==> src/logic/pwr_seq_pkg.sv <==
package pwr_seq_pkg;

  // ===========================================================
  // Register map (byte addresses)
  localparam logic [7:0] ADDR_CTRL = 8'h00;
  localparam logic [7:0] ADDR_CMD = 8'h04;
  localparam logic [7:0] ADDR_STATUS = 8'h08;
  localparam logic [7:0] ADDR_WAKE_TIME = 8'h0C;
  localparam logic [7:0] ADDR_WAKE_FLAGS = 8'h10;

  // Command bits, write-only, self clearing
  localparam int CMD_ENTER_S3 = 0;
  localparam int CMD_ENTER_S4 = 1;
  localparam int CMD_ENTER_S5 = 2;

  // Restore policy after AC failure
  localparam logic [1:0] POLICY_STAY_OFF = 2'h0;
  localparam logic [1:0] POLICY_POWER_ON = 2'h1;
  localparam logic [1:0] POLICY_LAST = 2'h2;

  // ===========================================================
  // Control register, bit 7 downward
  typedef struct packed {
    logic time_wake_en;   // bit 7
    logic led_dual;       // bit 6
    logic deep_sleep_variant; // bit 5
    logic usb_s4_os_en;   // bit 4
    logic usb_s5_fw_en;   // bit 3
    logic [1:0] policy;   // bits 2:1
    logic button_sleep;   // bit 0: short press in S0 goes to S3, else S5
  } ctrl_t;
  localparam ctrl_t CTRL_RESET = 8'h42;

  // Wake sources, also the layout of the wake flag register
  typedef struct packed {
    logic infrared;       // bit 6
    logic pcie;           // bit 5
    logic usb;            // bit 4
    logic network;        // bit 3
    logic wake_time;      // bit 2
    logic rtc_alarm;      // bit 1
    logic button;         // bit 0
  } wake_src_t;

  typedef enum logic [2:0] {
    ST_MECH_OFF = 3'b000,
    ST_S5 = 3'b001,
    ST_S0 = 3'b010,
    ST_S3 = 3'b011,
    ST_S4 = 3'b100
  } pstate_t;

  // ===========================================================
  // Timing
  localparam int CLK_PERIOD_NS = 8;
  localparam int TICK_NS = 1000000;
  localparam int TICK_CYCLES = TICK_NS / CLK_PERIOD_NS;
  localparam int SHORT_PRESS_S = 4;
  localparam int LONG_PRESS_S = 6;
  localparam int TICKS_PER_S = 1000000000 / TICK_NS;
  localparam logic [12:0] SHORT_PRESS_TICKS = 13'(SHORT_PRESS_S * TICKS_PER_S);
  localparam logic [12:0] LONG_PRESS_TICKS = 13'(LONG_PRESS_S * TICKS_PER_S);

endpackage

==> src/logic/pwr_state_ctrl.sv <==
// Added by the designer: register access over Wishbone and the address map.
`timescale 1ns/1ps
module pwr_state_ctrl #(
  parameter int TICK_CYCLES = pwr_seq_pkg::TICK_CYCLES
) (
  input wire logic clk_i,
  input wire logic rst_i,
  // Wishbone classic slave
  input wire logic wb_cyc_i,
  input wire logic wb_stb_i,
  input wire logic wb_we_i,
  input wire logic [7:0] wb_adr_i,
  input wire logic [3:0] wb_sel_i,
  input wire logic [31:0] wb_dat_i,
  output logic [31:0] wb_dat_o,
  output logic wb_ack_o,
  // Supply and switch
  input wire logic ac_ok_i,
  input wire logic pwr_switch_i,
  // Wake sources, all active high except the PCI Express line
  input wire logic rtc_alarm_i,
  input wire logic [31:0] rtc_time_i,
  input wire logic network_wake_i,
  input wire logic usb_activity_i,
  input wire logic pcie_wake_n_i,
  input wire logic infrared_remote_input_i,
  input wire logic radio_wake_i,
  // Rails and indicators
  output logic rail_main_en_o,
  output logic rail_standby_en_o,
  output logic ram_self_refresh_o,
  output logic cold_boot_o,
  output logic display_sleep_o,
  output logic led_primary_o,
  output logic led_secondary_o
);

  // Tick counter is 24 bits wide and needs at least two states per tick
  if (TICK_CYCLES < 2 || TICK_CYCLES > 16777215) begin : g_tick_check
    $error("TICK_CYCLES out of range");
  end

  // ===========================================================
  // Register file and bus
  pwr_seq_pkg::ctrl_t ctrl, next_ctrl;
  logic [31:0] wake_time, next_wake_time;
  pwr_seq_pkg::wake_src_t wake_flags, next_wake_flags;
  logic [31:0] next_dat;
  logic next_ack;
  logic bus_req;
  logic [2:0] cmd;
  pwr_seq_pkg::wake_src_t wake_cause;
  pwr_seq_pkg::pstate_t state, next_state;
  logic cold_boot, next_cold_boot;
  logic disp_sleep, next_disp_sleep;
  logic g3_seen, next_g3_seen;
  logic stored_on, next_stored_on;

  // Byte-lane merge for writes
  function automatic logic [31:0] merge(input logic [31:0] old, input logic [31:0] wd,
                                        input logic [3:0] sel);
    logic [31:0] r;
    r = old;
    for (int i = 0; i < 4; i++) begin
      if (sel[i]) begin
        r[8*i +: 8] = wd[8*i +: 8];
      end
    end
    return r;
  endfunction

  // Read data captured in the request's first cycle; ack follows one cycle later
  assign bus_req = wb_cyc_i && wb_stb_i && !wb_ack_o;

  // Writes land on the edge where the master sees ack, data still held then
  logic wr_go;
  logic [31:0] ctrl_word;
  assign wr_go = wb_cyc_i && wb_stb_i && wb_we_i && wb_ack_o;

  // Commands only exist for the single cycle a write lands
  always_comb begin
    cmd = 3'h0;
    if (wr_go && wb_adr_i == pwr_seq_pkg::ADDR_CMD && wb_sel_i[0]) begin
      cmd = wb_dat_i[2:0];
    end
  end

  // Register next values; hardware set wins over software clear
  always_comb begin
    next_ctrl = ctrl;
    next_wake_time = wake_time;
    next_wake_flags = wake_flags;
    next_dat = wb_dat_o;
    next_ack = bus_req;
    ctrl_word = merge({24'h00_0000, ctrl}, wb_dat_i, wb_sel_i);
    if (bus_req) begin
      next_dat = 32'h0000_0000;
      if (wb_adr_i == pwr_seq_pkg::ADDR_CTRL) begin
        next_dat = {24'h00_0000, ctrl};
      end else if (wb_adr_i == pwr_seq_pkg::ADDR_STATUS) begin
        next_dat = {25'h000_0000, stored_on, g3_seen, disp_sleep, cold_boot, state};
      end else if (wb_adr_i == pwr_seq_pkg::ADDR_WAKE_TIME) begin
        next_dat = wake_time;
      end else if (wb_adr_i == pwr_seq_pkg::ADDR_WAKE_FLAGS) begin
        next_dat = {25'h000_0000, wake_flags};
      end
    end
    if (wr_go) begin
      if (wb_adr_i == pwr_seq_pkg::ADDR_CTRL) begin
        next_ctrl = ctrl_word[7:0];
      end else if (wb_adr_i == pwr_seq_pkg::ADDR_WAKE_TIME) begin
        next_wake_time = merge(wake_time, wb_dat_i, wb_sel_i);
      end else if (wb_adr_i == pwr_seq_pkg::ADDR_WAKE_FLAGS && wb_sel_i[0]) begin
        next_wake_flags = wake_flags & ~wb_dat_i[6:0];
      end
    end
    next_wake_flags = next_wake_flags | wake_cause;
  end

  always_ff @(posedge clk_i) begin
    if (rst_i) begin
      ctrl <= pwr_seq_pkg::CTRL_RESET;
      wake_time <= 32'h0000_0000;
      wake_flags <= '0;
      wb_dat_o <= 32'h0000_0000;
      wb_ack_o <= 1'b0;
    end else begin
      ctrl <= next_ctrl;
      wake_time <= next_wake_time;
      wake_flags <= next_wake_flags;
      wb_dat_o <= next_dat;
      wb_ack_o <= next_ack;
    end
  end

  // ===========================================================
  // Millisecond tick and power-switch timing
  logic [23:0] tick_cnt, next_tick_cnt;
  logic [12:0] press, next_press;
  logic sw_prev, forced, next_forced;
  logic tick, short_rel, long_hit;

  assign tick = (tick_cnt == 24'(TICK_CYCLES - 1));
  assign short_rel = sw_prev && !pwr_switch_i && !forced
                     && press < pwr_seq_pkg::SHORT_PRESS_TICKS;
  assign long_hit = pwr_switch_i && !forced
                    && press > pwr_seq_pkg::LONG_PRESS_TICKS;

  // Counter saturates, so an endless press cannot wrap into a short one
  always_comb begin
    next_tick_cnt = tick ? 24'h00_0000 : tick_cnt + 24'h00_0001;
    next_press = press;
    next_forced = forced;
    if (!pwr_switch_i) begin
      next_press = 13'h0000;
      next_forced = 1'b0;
    end else begin
      if (tick && press != 13'h1FFF) begin
        next_press = press + 13'h0001;
      end
      if (long_hit) begin
        next_forced = 1'b1;
      end
    end
  end

  always_ff @(posedge clk_i) begin
    if (rst_i) begin
      tick_cnt <= 24'h00_0000;
      press <= 13'h0000;
      sw_prev <= 1'b0;
      forced <= 1'b0;
    end else begin
      tick_cnt <= next_tick_cnt;
      press <= next_press;
      sw_prev <= pwr_switch_i;
      forced <= next_forced;
    end
  end

  // ===========================================================
  // Wake qualification per sleep state
  logic in_s3, in_s4, in_s5, asleep, deep;
  logic usb_ok;
  pwr_seq_pkg::wake_src_t valid;

  assign in_s3 = (state == pwr_seq_pkg::ST_S3);
  assign in_s4 = (state == pwr_seq_pkg::ST_S4);
  assign in_s5 = (state == pwr_seq_pkg::ST_S5);
  assign asleep = in_s3 || in_s4 || in_s5;
  assign deep = ctrl.deep_sleep_variant && (in_s4 || in_s5);

  // USB: S3 unless after G3; S4/S5 gated by options; never in deep sleep
  always_comb begin
    usb_ok = 1'b0;
    if (!g3_seen && !deep) begin
      usb_ok = in_s3 || (in_s5 && ctrl.usb_s5_fw_en)
               || (in_s4 && ctrl.usb_s5_fw_en && ctrl.usb_s4_os_en);
    end
  end

  // Radio wake input deliberately has no path into any wake term
  always_comb begin
    valid.button = asleep && short_rel;
    valid.rtc_alarm = asleep && rtc_alarm_i;
    valid.wake_time = in_s5 && ctrl.time_wake_en && rtc_time_i == wake_time;
    valid.network = asleep && network_wake_i;
    valid.usb = usb_ok && usb_activity_i;
    valid.pcie = asleep && !pcie_wake_n_i;
    valid.infrared = asleep && !deep && infrared_remote_input_i;
  end

  // ===========================================================
  // Power state machine
  logic rail_main, ram_sr, led_p, led_s;

  always_comb begin
    next_state = state;
    next_cold_boot = cold_boot;
    next_disp_sleep = disp_sleep;
    next_g3_seen = g3_seen;
    next_stored_on = stored_on;
    wake_cause = '0;
    if (!ac_ok_i) begin
      next_state = pwr_seq_pkg::ST_MECH_OFF;
      next_g3_seen = 1'b1;
    end else begin
      case (state)
        pwr_seq_pkg::ST_MECH_OFF: begin
          // Restore on AC return
          if (ctrl.policy == pwr_seq_pkg::POLICY_POWER_ON
              || (ctrl.policy == pwr_seq_pkg::POLICY_LAST && stored_on)) begin
            next_state = pwr_seq_pkg::ST_S0;
            next_cold_boot = 1'b1;
            next_disp_sleep = 1'b0;
          end else begin
            next_state = pwr_seq_pkg::ST_S5;
          end
        end
        pwr_seq_pkg::ST_S0: begin
          next_stored_on = 1'b1;
          if (long_hit || cmd[pwr_seq_pkg::CMD_ENTER_S5]) begin
            next_state = pwr_seq_pkg::ST_S5;
          end else if (short_rel) begin
            next_state = ctrl.button_sleep ? pwr_seq_pkg::ST_S3 : pwr_seq_pkg::ST_S5;
          end else if (cmd[pwr_seq_pkg::CMD_ENTER_S4]) begin
            next_state = pwr_seq_pkg::ST_S4;
          end else if (cmd[pwr_seq_pkg::CMD_ENTER_S3]) begin
            next_state = pwr_seq_pkg::ST_S3;
          end
          if (next_state == pwr_seq_pkg::ST_S5) begin
            next_stored_on = 1'b0;
          end
        end
        pwr_seq_pkg::ST_S3, pwr_seq_pkg::ST_S4, pwr_seq_pkg::ST_S5: begin
          if (long_hit && !in_s5) begin
            next_state = pwr_seq_pkg::ST_S5;
            next_stored_on = 1'b0;
          end else if (valid != '0) begin
            wake_cause = valid;
            next_state = pwr_seq_pkg::ST_S0;
            next_stored_on = 1'b1;
            next_g3_seen = 1'b0;
            next_cold_boot = !in_s3;
            // Background wakes keep the display dark
            next_disp_sleep = !valid.button && !valid.usb && !valid.infrared;
          end
        end
        default: begin
          next_state = pwr_seq_pkg::ST_S5;
        end
      endcase
    end
  end

  // Outputs follow the state being entered
  always_comb begin
    rail_main = (next_state == pwr_seq_pkg::ST_S0);
    ram_sr = (next_state == pwr_seq_pkg::ST_S3);
    led_p = (next_state == pwr_seq_pkg::ST_S0);
    led_s = (next_state == pwr_seq_pkg::ST_S3) && ctrl.led_dual;
  end

  always_ff @(posedge clk_i) begin
    if (rst_i) begin
      state <= pwr_seq_pkg::ST_MECH_OFF;
      cold_boot <= 1'b1;
      disp_sleep <= 1'b0;
      g3_seen <= 1'b1;
      stored_on <= 1'b0;
      rail_main_en_o <= 1'b0;
      rail_standby_en_o <= 1'b0;
      ram_self_refresh_o <= 1'b0;
      led_primary_o <= 1'b0;
      led_secondary_o <= 1'b0;
    end else begin
      state <= next_state;
      cold_boot <= next_cold_boot;
      disp_sleep <= next_disp_sleep;
      g3_seen <= next_g3_seen;
      stored_on <= next_stored_on;
      rail_main_en_o <= rail_main;
      rail_standby_en_o <= ac_ok_i;
      ram_self_refresh_o <= ram_sr;
      led_primary_o <= led_p;
      led_secondary_o <= led_s;
    end
  end

  assign cold_boot_o = cold_boot;
  assign display_sleep_o = disp_sleep;

endmodule

==> config.mk <==
export PLATFORM = sky130hd
export DESIGN_NAME = pwr_state_ctrl
export DESIGN_NICKNAME = d
export VERILOG_FILES = /design/src/logic/pwr_seq_pkg.sv /design/src/logic/pwr_state_ctrl.sv
export SDC_FILE = /design/constraint.sdc
export NUM_CORES = 1
export LEC_CHECK = 0
export BUFFER_PORTS_ARGS = -buffer_cell sky130_fd_sc_hd__buf_2
export CORE_MARGIN = 5
export CORE_UTILIZATION = 30
export CTS_CLUSTER_DIAMETER = 50
export DETAILED_ROUTE_END_ITERATION = 6
export GPL_TIMING_DRIVEN = 1
export PLACE_DENSITY_LB_ADDON = 0.15
export SETUP_SLACK_MARGIN = 0.05
export SYNTH_ARGS = -nofsm -noshare
export SYNTH_HDL_FRONTEND = slang
export SYNTH_SLANG_ARGS = --single-unit
==> constraint.sdc <==
create_clock -name clk_i -period 5.4 [get_ports clk_i]
set_input_delay 0.81 -clock clk_i [delete_from_list [all_inputs] [get_ports clk_i]]
set_output_delay 0.81 -clock clk_i [all_outputs]
set_load 0.05 [all_outputs]
==> results of run 1 <==
==> Yosys cell counts (6+ instances only) <==
master,number,area (um2)
a211oi_1,6,45.0
a21oi_1,53,265
a31oi_1,6,37.5
and2_1,7,43.8
and3_1,13,81.3
clkbuf_1,31,116
dfxtp_1,130,2600
inv_1,14,52.6
mux2i_1,24,240
nand2_1,83,312
nand2b_1,7,43.8
nand3_1,65,325
nand4_1,13,81.3
nor2_1,93,349
nor2b_1,9,56.3
nor3_1,11,55.1
nor4_1,9,56.3
o21ai_0,7,35.0
xnor2_1,32,280
xor2_1,32,280
==> through the flow <==
stage | instances | worst slack [ps]
6_report | 1103 | 2490
5_1_grt | 1102 | 2220
4_1_cts | 1101 | 2530
3_5_place_dp | 1069 | 2030
3_3_place_gp | 1069 | 2110
2_1_floorplan | 711 | 2810
==> registers in the layout, summed over array words and instances (netlist names) <==
register and count:
cold_boot_o 1, ctrl 8, display_sleep_o 1, forced 1
g3_seen 1, led_primary_o 1, led_secondary_o 1, press 13
rail_standby_en_o 1, ram_self_refresh_o 1, state 3, stored_on 1
sw_prev 1, tick_cnt 24, wake_flags 7, wake_time 32
wb_ack_o 1, wb_dat_o 32
==> cell families (layout without fill, tap and decap cells) <==
logic type | after synthesis | in the layout
compound gates | 106 | 106
xor+xnor | 64 | 64
fa+ha+maj | 2 | 2
buf+inv | 52 | 177
flops | 130 | 130
mux | 27 | 27
other cells | 0 | 2
simple gates | 330 | 330
==> placed cells by master (no fill, tap or decap), types with 8 or more instances in the layout <==
master	n
and3_1	13
nor3_1	11
clkbuf_16	17
xor2_1	32
inv_1	14
nand3_1	65
nand2_1	83
mux2i_1	24
buf_2	127
nand4_1	13
nor2_1	92
nor2b_1	8
nor4_1	9
a21oi_1	53
xnor2_1	32
dfxtp_1	130
==> power by group <==
group          internal, mW  switching (mW)
sequential            0.967         0.00617
combinational        0.0499          0.0934
clock                 0.697           0.458
total                  1.71           0.557
==> how the worst min path moves through the flow <==
stage	startpoint	to	cells after the start
after floorplan	tick_cnt[0]	tick_cnt[0]	1
after global placement	tick_cnt[0]	tick_cnt[0]	1
after detailed placement	tick_cnt[0]	tick_cnt[0]	1
after CTS	tick_cnt[0]	tick_cnt[0]	1
after global routing	tick_cnt[0]	tick_cnt[0]	1
final	tick_cnt[0]	tick_cnt[0]	1
==> layout make-up <==
class	count	area (um2)
Antenna cell	2	5.00
Clock buffer	18	439
Clock inverter	14	155
Fill cell	2057	12100
Inverter	14	52.6
Multi-Input combinational cell	529	3140
Sequential cell	130	2600
Tap cell	265	332
Timing Repair Buffer	131	666
==> metal layers <==
| metal | routed length, um | track usage |
|---|---|---|
| met5 | 0 | 0 |
| met1 | 8330 | 0.212 |
| met2 | 8050 | 0.237 |
| met3 | 949 | 0.0328 |
| met4 | 276 | 0.0585 |
==> impl_metrics.env, run 1 <==
export IMPL_number_of_cts_inserted_buffers=17
export IMPL_crit_fanout=19
export IMPL_reg2regPathDepth=7
export IMPL_fin_crit_ps=2910
export IMPL_cts_root_to_sink_buffers=2
export IMPL_slew_violations=0
export IMPL_dieWidth_um=151
export IMPL_worst_slew_pin_slew_ps=1030
export IMPL_grt_pass1_wl_mm=27.3
export IMPL_timing_hold_worst_class="reg2reg"
export IMPL_worst_hold_slack_ps=445
export IMPL_placement_rows=51
export IMPL_grt_total_usage=0.154
export IMPL_fin_total_pwr_mw=2.27
export IMPL_cts_reportedPaths_clkPinSlew_ps=60
export IMPL_synth_edf_count=0
export IMPL_ys_warn_count=0
export IMPL_post_synth_inst_count=711
export IMPL_final_hold_violation_count=0
export IMPL_clock_fmax_mhz=344
export IMPL_core_region_area_um2=19500
export IMPL_synth_simple_gate_area_frac=0.268
export IMPL_avgRoutedWirePerCell_um=16.0
export IMPL_kind_of_start_point_of_the_critical_path="input pin"
export IMPL_number_of_global_route_vias_before_repair=5045
export IMPL_drt_first_iter_violations=194
export IMPL_detailedPlacementHpwl_mm=12.9
export IMPL_drive_gt1_frac=0.219
export IMPL_cts_hold_buffers=0
export IMPL_synth_fa_ha_area_frac=0.00421
export IMPL_post_cts_repair_setup_buffers=0
export IMPL_setup_tns_ps=0
export IMPL_cp_end_kind="flop"
export IMPL_reg2reg_setup_slack_ps=2910
export IMPL_timing_critical_path_buf_inv=1
export IMPL_nNetsFinal=914
export IMPL_routabilityCongestion=0.830
export IMPL_placement_cell_area_um2=6800
export IMPL_crit_start="wb_adr_i[1]"
export IMPL_root_buffer="clkbuf_16"
export IMPL_design_portCount=129
export IMPL_syn2layout_area_growth_pct=24.4
export IMPL_r2r_end="ram_self_refresh_o"
export IMPL_tritoncts="done"
export IMPL_asyncSetResetFlopFracSynth=0
export IMPL_crit_cells=8
export IMPL_drt_first_pass_iters=5
export IMPL_stdcell_area_um2=7390
export IMPL_run_status="finished, final reports clean"
export IMPL_port_buffer_count=127
export IMPL_ir_drop_mv=0.195
export IMPL_netlist_area_um2=5940
export IMPL_powerDensity_nw_per_um2=307
export IMPL_crit_path_frequent_cell="nand2_1"
export IMPL_slew_headroom=0.313
export IMPL_synthDistinctLibCells=56
export IMPL_drc=0
export IMPL_share_of_the_core_filled_with_cells=0.380
export IMPL_ctsResizeCount=0
export IMPL_power_static_leakage_nw=2.83
export IMPL_synthesis_nets=802
export IMPL_post_synth_cell_area_avg_um2=8.36
export IMPL_clk_latency_ps=420
export IMPL_timing_critical_path_required_ps=5670
export IMPL_globalRouteOverflowTotal=0
export IMPL_grt_setup_unrepaired="no"
export IMPL_path_cells="buf_2 > nor3_1 > and3_1 > and2_1 > nor2b_2 > nand2_1 > nand2_1 > a21oi_1"
export IMPL_endpoint_of_the_most_critical_setup_path="wake_time[16]"
export IMPL_layout_worst_path_cycle_share=0.538
export IMPL_seq_area_frac_synth=0.438
export IMPL_worst_skew_ps=9.21
export IMPL_cts_max_level=4
export IMPL_synth_area_mux_share=0.0461
export IMPL_drt_antenna_violating_nets=0
export IMPL_maximum_number_of_pins_on_one_net_before_global_route_repair=59
export IMPL_synth_flop_cell="dfxtp_1"
export IMPL_die_area_um2=22700
export IMPL_vias=5294
export IMPL_final_setup_vio_count=0
export IMPL_timing_rr_start="state[0]"
export IMPL_critPathTopFamily="simple AND/OR/NAND/NOR gates"
export IMPL_initial_core_util=0.305
export IMPL_synth_xor_area_frac=0.0943
export IMPL_synth_compound_area_share=0.116
export IMPL_route_detailed_vias_per_inst=4.80
export IMPL_clock_sinks=130
export IMPL_drv_max_cap_violation_count=0
export IMPL_synth_top_family_by_area="simple AND/OR/NAND/NOR gates"
export IMPL_setup_worst_path_class="in2reg"
export IMPL_critical_path_max_stage_delay_ps=750
export IMPL_ys_seq_elements=130
export IMPL_die_height_um=151
export IMPL_critical_path_arrival_ps=3170
export IMPL_slowest_stage="nor2b_2"
export IMPL_antenna_found_initial=1
export IMPL_routed_wire_length_mm=17.6
Note: power is estimated with default switching activity, not from simulation.
==> run 2: changes to the inputs <==
- clock period: 5.4 -> 2.5 ns (I/O delays scaled with it)
==> impl_metrics.env, run 2 (same netlist as run 1, synthesis figures left out) <==
export IMPL_num_fill_cells=2016
export IMPL_worst_hold_slack_ps=206
export IMPL_grt_pass1_wl_mm=27.6
export IMPL_design_portCount=129
export IMPL_ir_drop_mv=0.458
export IMPL_finish_cell_count_without_fillers=1120
export IMPL_number_of_cts_inserted_buffers=17
export IMPL_share_comb_of_total_power=0.062
export IMPL_initial_core_util=0.305
export IMPL_clockPowerShare=0.527
export IMPL_run_status="finished, final reports clean"
export IMPL_root_buffer="clkbuf_16"
export IMPL_syn2layout_area_growth_pct=27.6
export IMPL_place_ws_ps=-49.1
export IMPL_routed_wire_length_mm=17.7
export IMPL_slew_headroom=0.599
export IMPL_drt_first_pass_iters=5
export IMPL_detailedPlacementHpwl_mm=13.2
export IMPL_layout_worst_path_cycle_share=0.934
export IMPL_final_setup_vio_count=0
export IMPL_power_internal_mw=3.91
export IMPL_clk_latency_ps=420
export IMPL_sw_frac_of_total=0.236
export IMPL_mostFrequentLayoutCells="dfxtp_1, buf_2, nor2_1"
export IMPL_layout_cells_most_common="dfxtp_1"
export IMPL_placement_rows=51
export IMPL_routabilityCongestion=0.863
export IMPL_r2r_end="ram_self_refresh_o"
export IMPL_global_route_usage_met2=0.237
export IMPL_critical_path_arrival_ps=2640
export IMPL_drt_antenna_violating_nets=0
export IMPL_power_static_leakage_nw=2.94
export IMPL_slew_violations=0
export IMPL_global_route_usage_met3=0.0355
export IMPL_power_frac_seq=0.411
export IMPL_min_path_cells=3
export IMPL_route_detailed_vias_per_inst=4.78
export IMPL_maximum_number_of_pins_on_one_net_before_global_route_repair=50
export IMPL_switchingPower_mw=1.21
export IMPL_post_cts_repair_setup_buffers=0
export IMPL_kind_of_start_point_of_the_critical_path="flop"
export IMPL_worst_skew_ps=8.84
export IMPL_cp_end_kind="flop"
export IMPL_cts_reportedPaths_clkPinSlew_ps=60
export IMPL_global_route_usage_met1=0.211
export IMPL_cts_max_level=4
export IMPL_fin_total_pwr_mw=5.12
export IMPL_timing_critical_path_required_ps=2810
export IMPL_biggestRegsByFlops="wake_time (32), wb_dat_o (32), tick_cnt (24)"
export IMPL_grt_setup_unrepaired="no"
export IMPL_drc=0
export IMPL_core_region_area_um2=19500
export IMPL_top_usage_layer="met2"
export IMPL_drt_first_iter_violations=273
export IMPL_worst_slew_pin_slew_ps=602
export IMPL_powerDensity_nw_per_um2=676
export IMPL_min_delay_worst_endpoint="wake_time[12]"
export IMPL_timing_hold_worst_start="wb_dat_i[12]"
export IMPL_die_area_um2=22700
export IMPL_timing_rr_start="wake_time[30]"
export IMPL_worst_setup_slack_after_layout_ps=166
export IMPL_cts_root_to_sink_buffers=2
export IMPL_reg2reg_setup_slack_ps=170
export IMPL_fin_crit_ps=2330
export IMPL_share_of_the_core_filled_with_cells=0.390
export IMPL_globalRouteOverflowTotal=0
export IMPL_number_of_global_route_vias_before_repair=5178
export IMPL_setup_worst_path_class="reg2reg"
export IMPL_port_buffer_count=127
export IMPL_crit_fanout=4
export IMPL_vias=5359
export IMPL_nNetsFinal=932
export IMPL_tritoncts="done"
export IMPL_grt_total_usage=0.156
export IMPL_final_hold_violation_count=0
export IMPL_dp_cells=1087
export IMPL_dieWidth_um=151
export IMPL_timing_hold_worst_class="in2reg"
export IMPL_avgRoutedWirePerCell_um=15.8
export IMPL_drv_max_cap_violation_count=0
export IMPL_drive_gt1_frac=0.237
export IMPL_reg2regPathDepth=8
export IMPL_die_height_um=151
export IMPL_antenna_found_initial=0
export IMPL_clock_fmax_mhz=428
export IMPL_clock_sinks=130
## run 2: power by group through the flow
stage,combinational [mW],sequential (mW),clock [mW]
floorplan,0.139,2.18,0
global placement,0.321,2.15,0
detailed placement,0.319,2.15,0
CTS,0.321,2.10,2.77
global route,0.345,2.10,2.86
finish,0.318,2.10,2.70
## run 2: worst max-delay path by stage
stage	start	to	cells past startpoint
detailed placement	rtc_time_i[30]	ram_self_refresh_o	9
global placement	rtc_time_i[30]	ram_self_refresh_o	9
floorplan	rtc_time_i[22]	ram_self_refresh_o	7
global route	wake_time[11]	ram_self_refresh_o	8
CTS	wake_time[30]	ram_self_refresh_o	8
finish	wake_time[30]	ram_self_refresh_o	8
## run 2: worst max-delay path: stages, from the launching register on
cell	delay, ps
dfxtp_1	390
xnor2_2	150
nand4_1	120
or4_4	560
nor4_4	260
buf_4	170
nor3_2	60
a211o_1	310
and3_2	210
## run 2: through the flow
step | cell area, um2 | TNS (ps)
final | 7580 | 0
after global routing | 7580 | 0
after CTS | 7570 | 0
after detailed placement | 6930 | -127
after global placement | 6930 | -178
after floorplan | 5940 | 0
## run 2: final cells by class
cell class	instances	area (um2)	share of cell area
clock inverters	14	203	0.0267
inverters	14	52.6	0.00693
flip-flops and latches	130	2600	0.343
repair buffers	149	801	0.106
clock buffers	18	439	0.0579
diodes	1	2.50	0.000330
well taps	265	332	0.0437
multi-input cells	529	3150	0.416
## run 2: what timing repair did
| item | 4_1_cts | 5_1_grt |
|---|---|---|
| hold buffers | 0 | 0 |
| setup endpoints to repair | 0 | 5 |
| resized for setup | 0 | 1 |
## run 2: layer usage
layer	part of all wire	vias up	wire length [um]
li1	-	2732	-
met1	0.47	2456	8300
met2	0.45	143	8000
met3	0.059	28	1040
met4	0.020	0	360
met5	0	-	0
==> run 3: changes to the inputs <==
- CTS_BUF_LIST: default -> sky130_fd_sc_hd__clkbuf_4
- clock period: 2.5 -> 2.75 ns (I/O delays scaled with it)
==> impl_metrics.env, run 3 (same netlist as run 1, synthesis figures left out) <==
export IMPL_timing_hold_worst_class="in2reg"
export IMPL_die_height_um=151
export IMPL_ctsResizeCount=0
export IMPL_grt_setup_unrepaired="no"
export IMPL_drt_antenna_violating_nets=0
export IMPL_cts_root_to_sink_buffers=2
export IMPL_die_area_um2=22700
export IMPL_cts_hold_buffers=0
export IMPL_place_ws_ps=107
export IMPL_worst_setup_slack_after_layout_ps=287
export IMPL_number_of_global_route_vias_before_repair=5040
export IMPL_clock_sinks=130
export IMPL_drive_gt1_frac=0.230
export IMPL_port_buffer_count=127
export IMPL_nNetsFinal=927
export IMPL_vias=5332
export IMPL_slowest_stage="or4_4"
export IMPL_worst_slew_pin_slew_ps=628
export IMPL_layout_worst_path_cycle_share=0.896
export IMPL_globalRouteOverflowTotal=0
export IMPL_routabilityCongestion=0.826
export IMPL_placement_rows=51
export IMPL_grt_pass1_wl_mm=27.2
export IMPL_number_of_cts_inserted_buffers=17
export IMPL_powerDensity_nw_per_um2=498
export IMPL_drv_max_cap_violation_count=0
export IMPL_cts_max_level=4
export IMPL_core_region_area_um2=19500
export IMPL_slew_violations=0
export IMPL_maximum_number_of_pins_on_one_net_before_global_route_repair=49
export IMPL_critPathTopFamily="simple AND/OR/NAND/NOR gates"
export IMPL_antenna_found_initial=3
export IMPL_final_setup_vio_count=0
export IMPL_cts_reportedPaths_clkPinSlew_ps=150
export IMPL_drt_first_pass_iters=5
export IMPL_worst_skew_ps=28.1
export IMPL_setup_tns_ps=0
export IMPL_layout_cells_most_common="dfxtp_1"
export IMPL_run_status="finished, final reports clean"
export IMPL_post_cts_repair_setup_buffers=0
export IMPL_power_static_leakage_nw=2.77
export IMPL_mostFrequentLayoutCells="dfxtp_1, buf_2, nor2_1"
export IMPL_timing_critical_path_buf_inv=0
export IMPL_routed_wire_length_mm=17.6
export IMPL_avgRoutedWirePerCell_um=15.8
export IMPL_biggestRegsByFlops="wake_time (32), wb_dat_o (32), tick_cnt (24)"
export IMPL_clk_latency_ps=560
export IMPL_ir_drop_mv=0.223
export IMPL_critical_path_arrival_ps=2920
export IMPL_stdcell_area_um2=7200
export IMPL_slew_headroom=0.577
export IMPL_final_hold_violation_count=0
export IMPL_dieWidth_um=151
export IMPL_fin_crit_ps=2460
export IMPL_drc=0
export IMPL_grt_total_usage=0.154
export IMPL_critical_path_max_stage_delay_ps=560
export IMPL_clock_fmax_mhz=406
export IMPL_design_portCount=129
export IMPL_setup_worst_path_class="reg2reg"
export IMPL_drt_first_iter_violations=248
export IMPL_worst_hold_slack_ps=80.5
export IMPL_timing_critical_path_required_ps=3200
export IMPL_tritoncts="done"
export IMPL_crit_fanout=4
export IMPL_initial_core_util=0.305
export IMPL_route_detailed_vias_per_inst=4.77
export IMPL_detailedPlacementHpwl_mm=13.0
export IMPL_root_buffer="clkbuf_4"
export IMPL_cp_end_kind="flop"
export IMPL_path_cells="xnor2_1 > nand4_1 > or4_4 > nor4_4 > nor3_2 > a211o_1 > and3_2"
export IMPL_syn2layout_area_growth_pct=21.1
export IMPL_placement_cell_area_um2=6890
export IMPL_kind_of_start_point_of_the_critical_path="flop"
[run 3: changes by cell type in the layout (fill, tap and decap cells not counted), moves of 2 or more]
cell	before	now
buf_4	22	17
bufinv_16	4	2
clkbuf_16	17	0
clkbuf_4	0	17
clkinvlp_4	4	2
diode_2	1	4
inv_6	3	7
[run 3: where the power goes]
group / total (mW) / switching, mW / internal (mW)
Combinational: 0.285 / 0.184 / 0.101
Sequential: 1.91 / 0.0115 / 1.90
Clock: 1.39 / 0.823 / 0.564
Total: 3.58 / 1.02 / 2.56
[run 3: layout make-up]
cell class                 count  area, um2
fill                        2084      12300
multi-input combinational    529       3140
sequential                   130       2600
timing repair buffer         144        763
tap                          265        332
clock inverter                15        169
clock buffer                  17        128
inverter                      14       52.6
antenna                        4       10.0
[run 3: worst reg2reg max path, stage by stage, from the launching register on]
cell and delay, ps:
dfxtp_1 350, xnor2_1 240, nand4_1 120, or4_4 560, nor4_4 410, nor3_2 120, a211o_1 360, and3_2 220
[run 3: metal layers]
layer / vias up / global-route usage / wire (um)
met3: 23 / 0.0331 / 983
met1: 2438 / 0.213 / 8350
met5: - / 0 / 0
met2: 141 / 0.233 / 7970
li1: 2730 / - / -
met4: 0 / 0.0594 / 336
[run 3: metrics by stage]
step                      power [mW]  cells   util
after floorplan                 2.11    711      -
after global placement          2.24   1082  0.354
after detailed placement        2.24   1082  0.354
after CTS                       3.65   1114  0.369
after global routing            3.74   1117  0.370
final                           3.58   1118  0.370
[run 3: final timing paths]
check / from / to / slack [ps] / cells after the start
max: wake_time[30] / ram_self_refresh_o / 290 / 7
min: wb_dat_i[10] / wake_time[10] / 80 / 3
max reg2reg: wake_time[30] / ram_self_refresh_o / 290 / 7
min reg2reg: tick_cnt[0] / tick_cnt[0] / 450 / 1
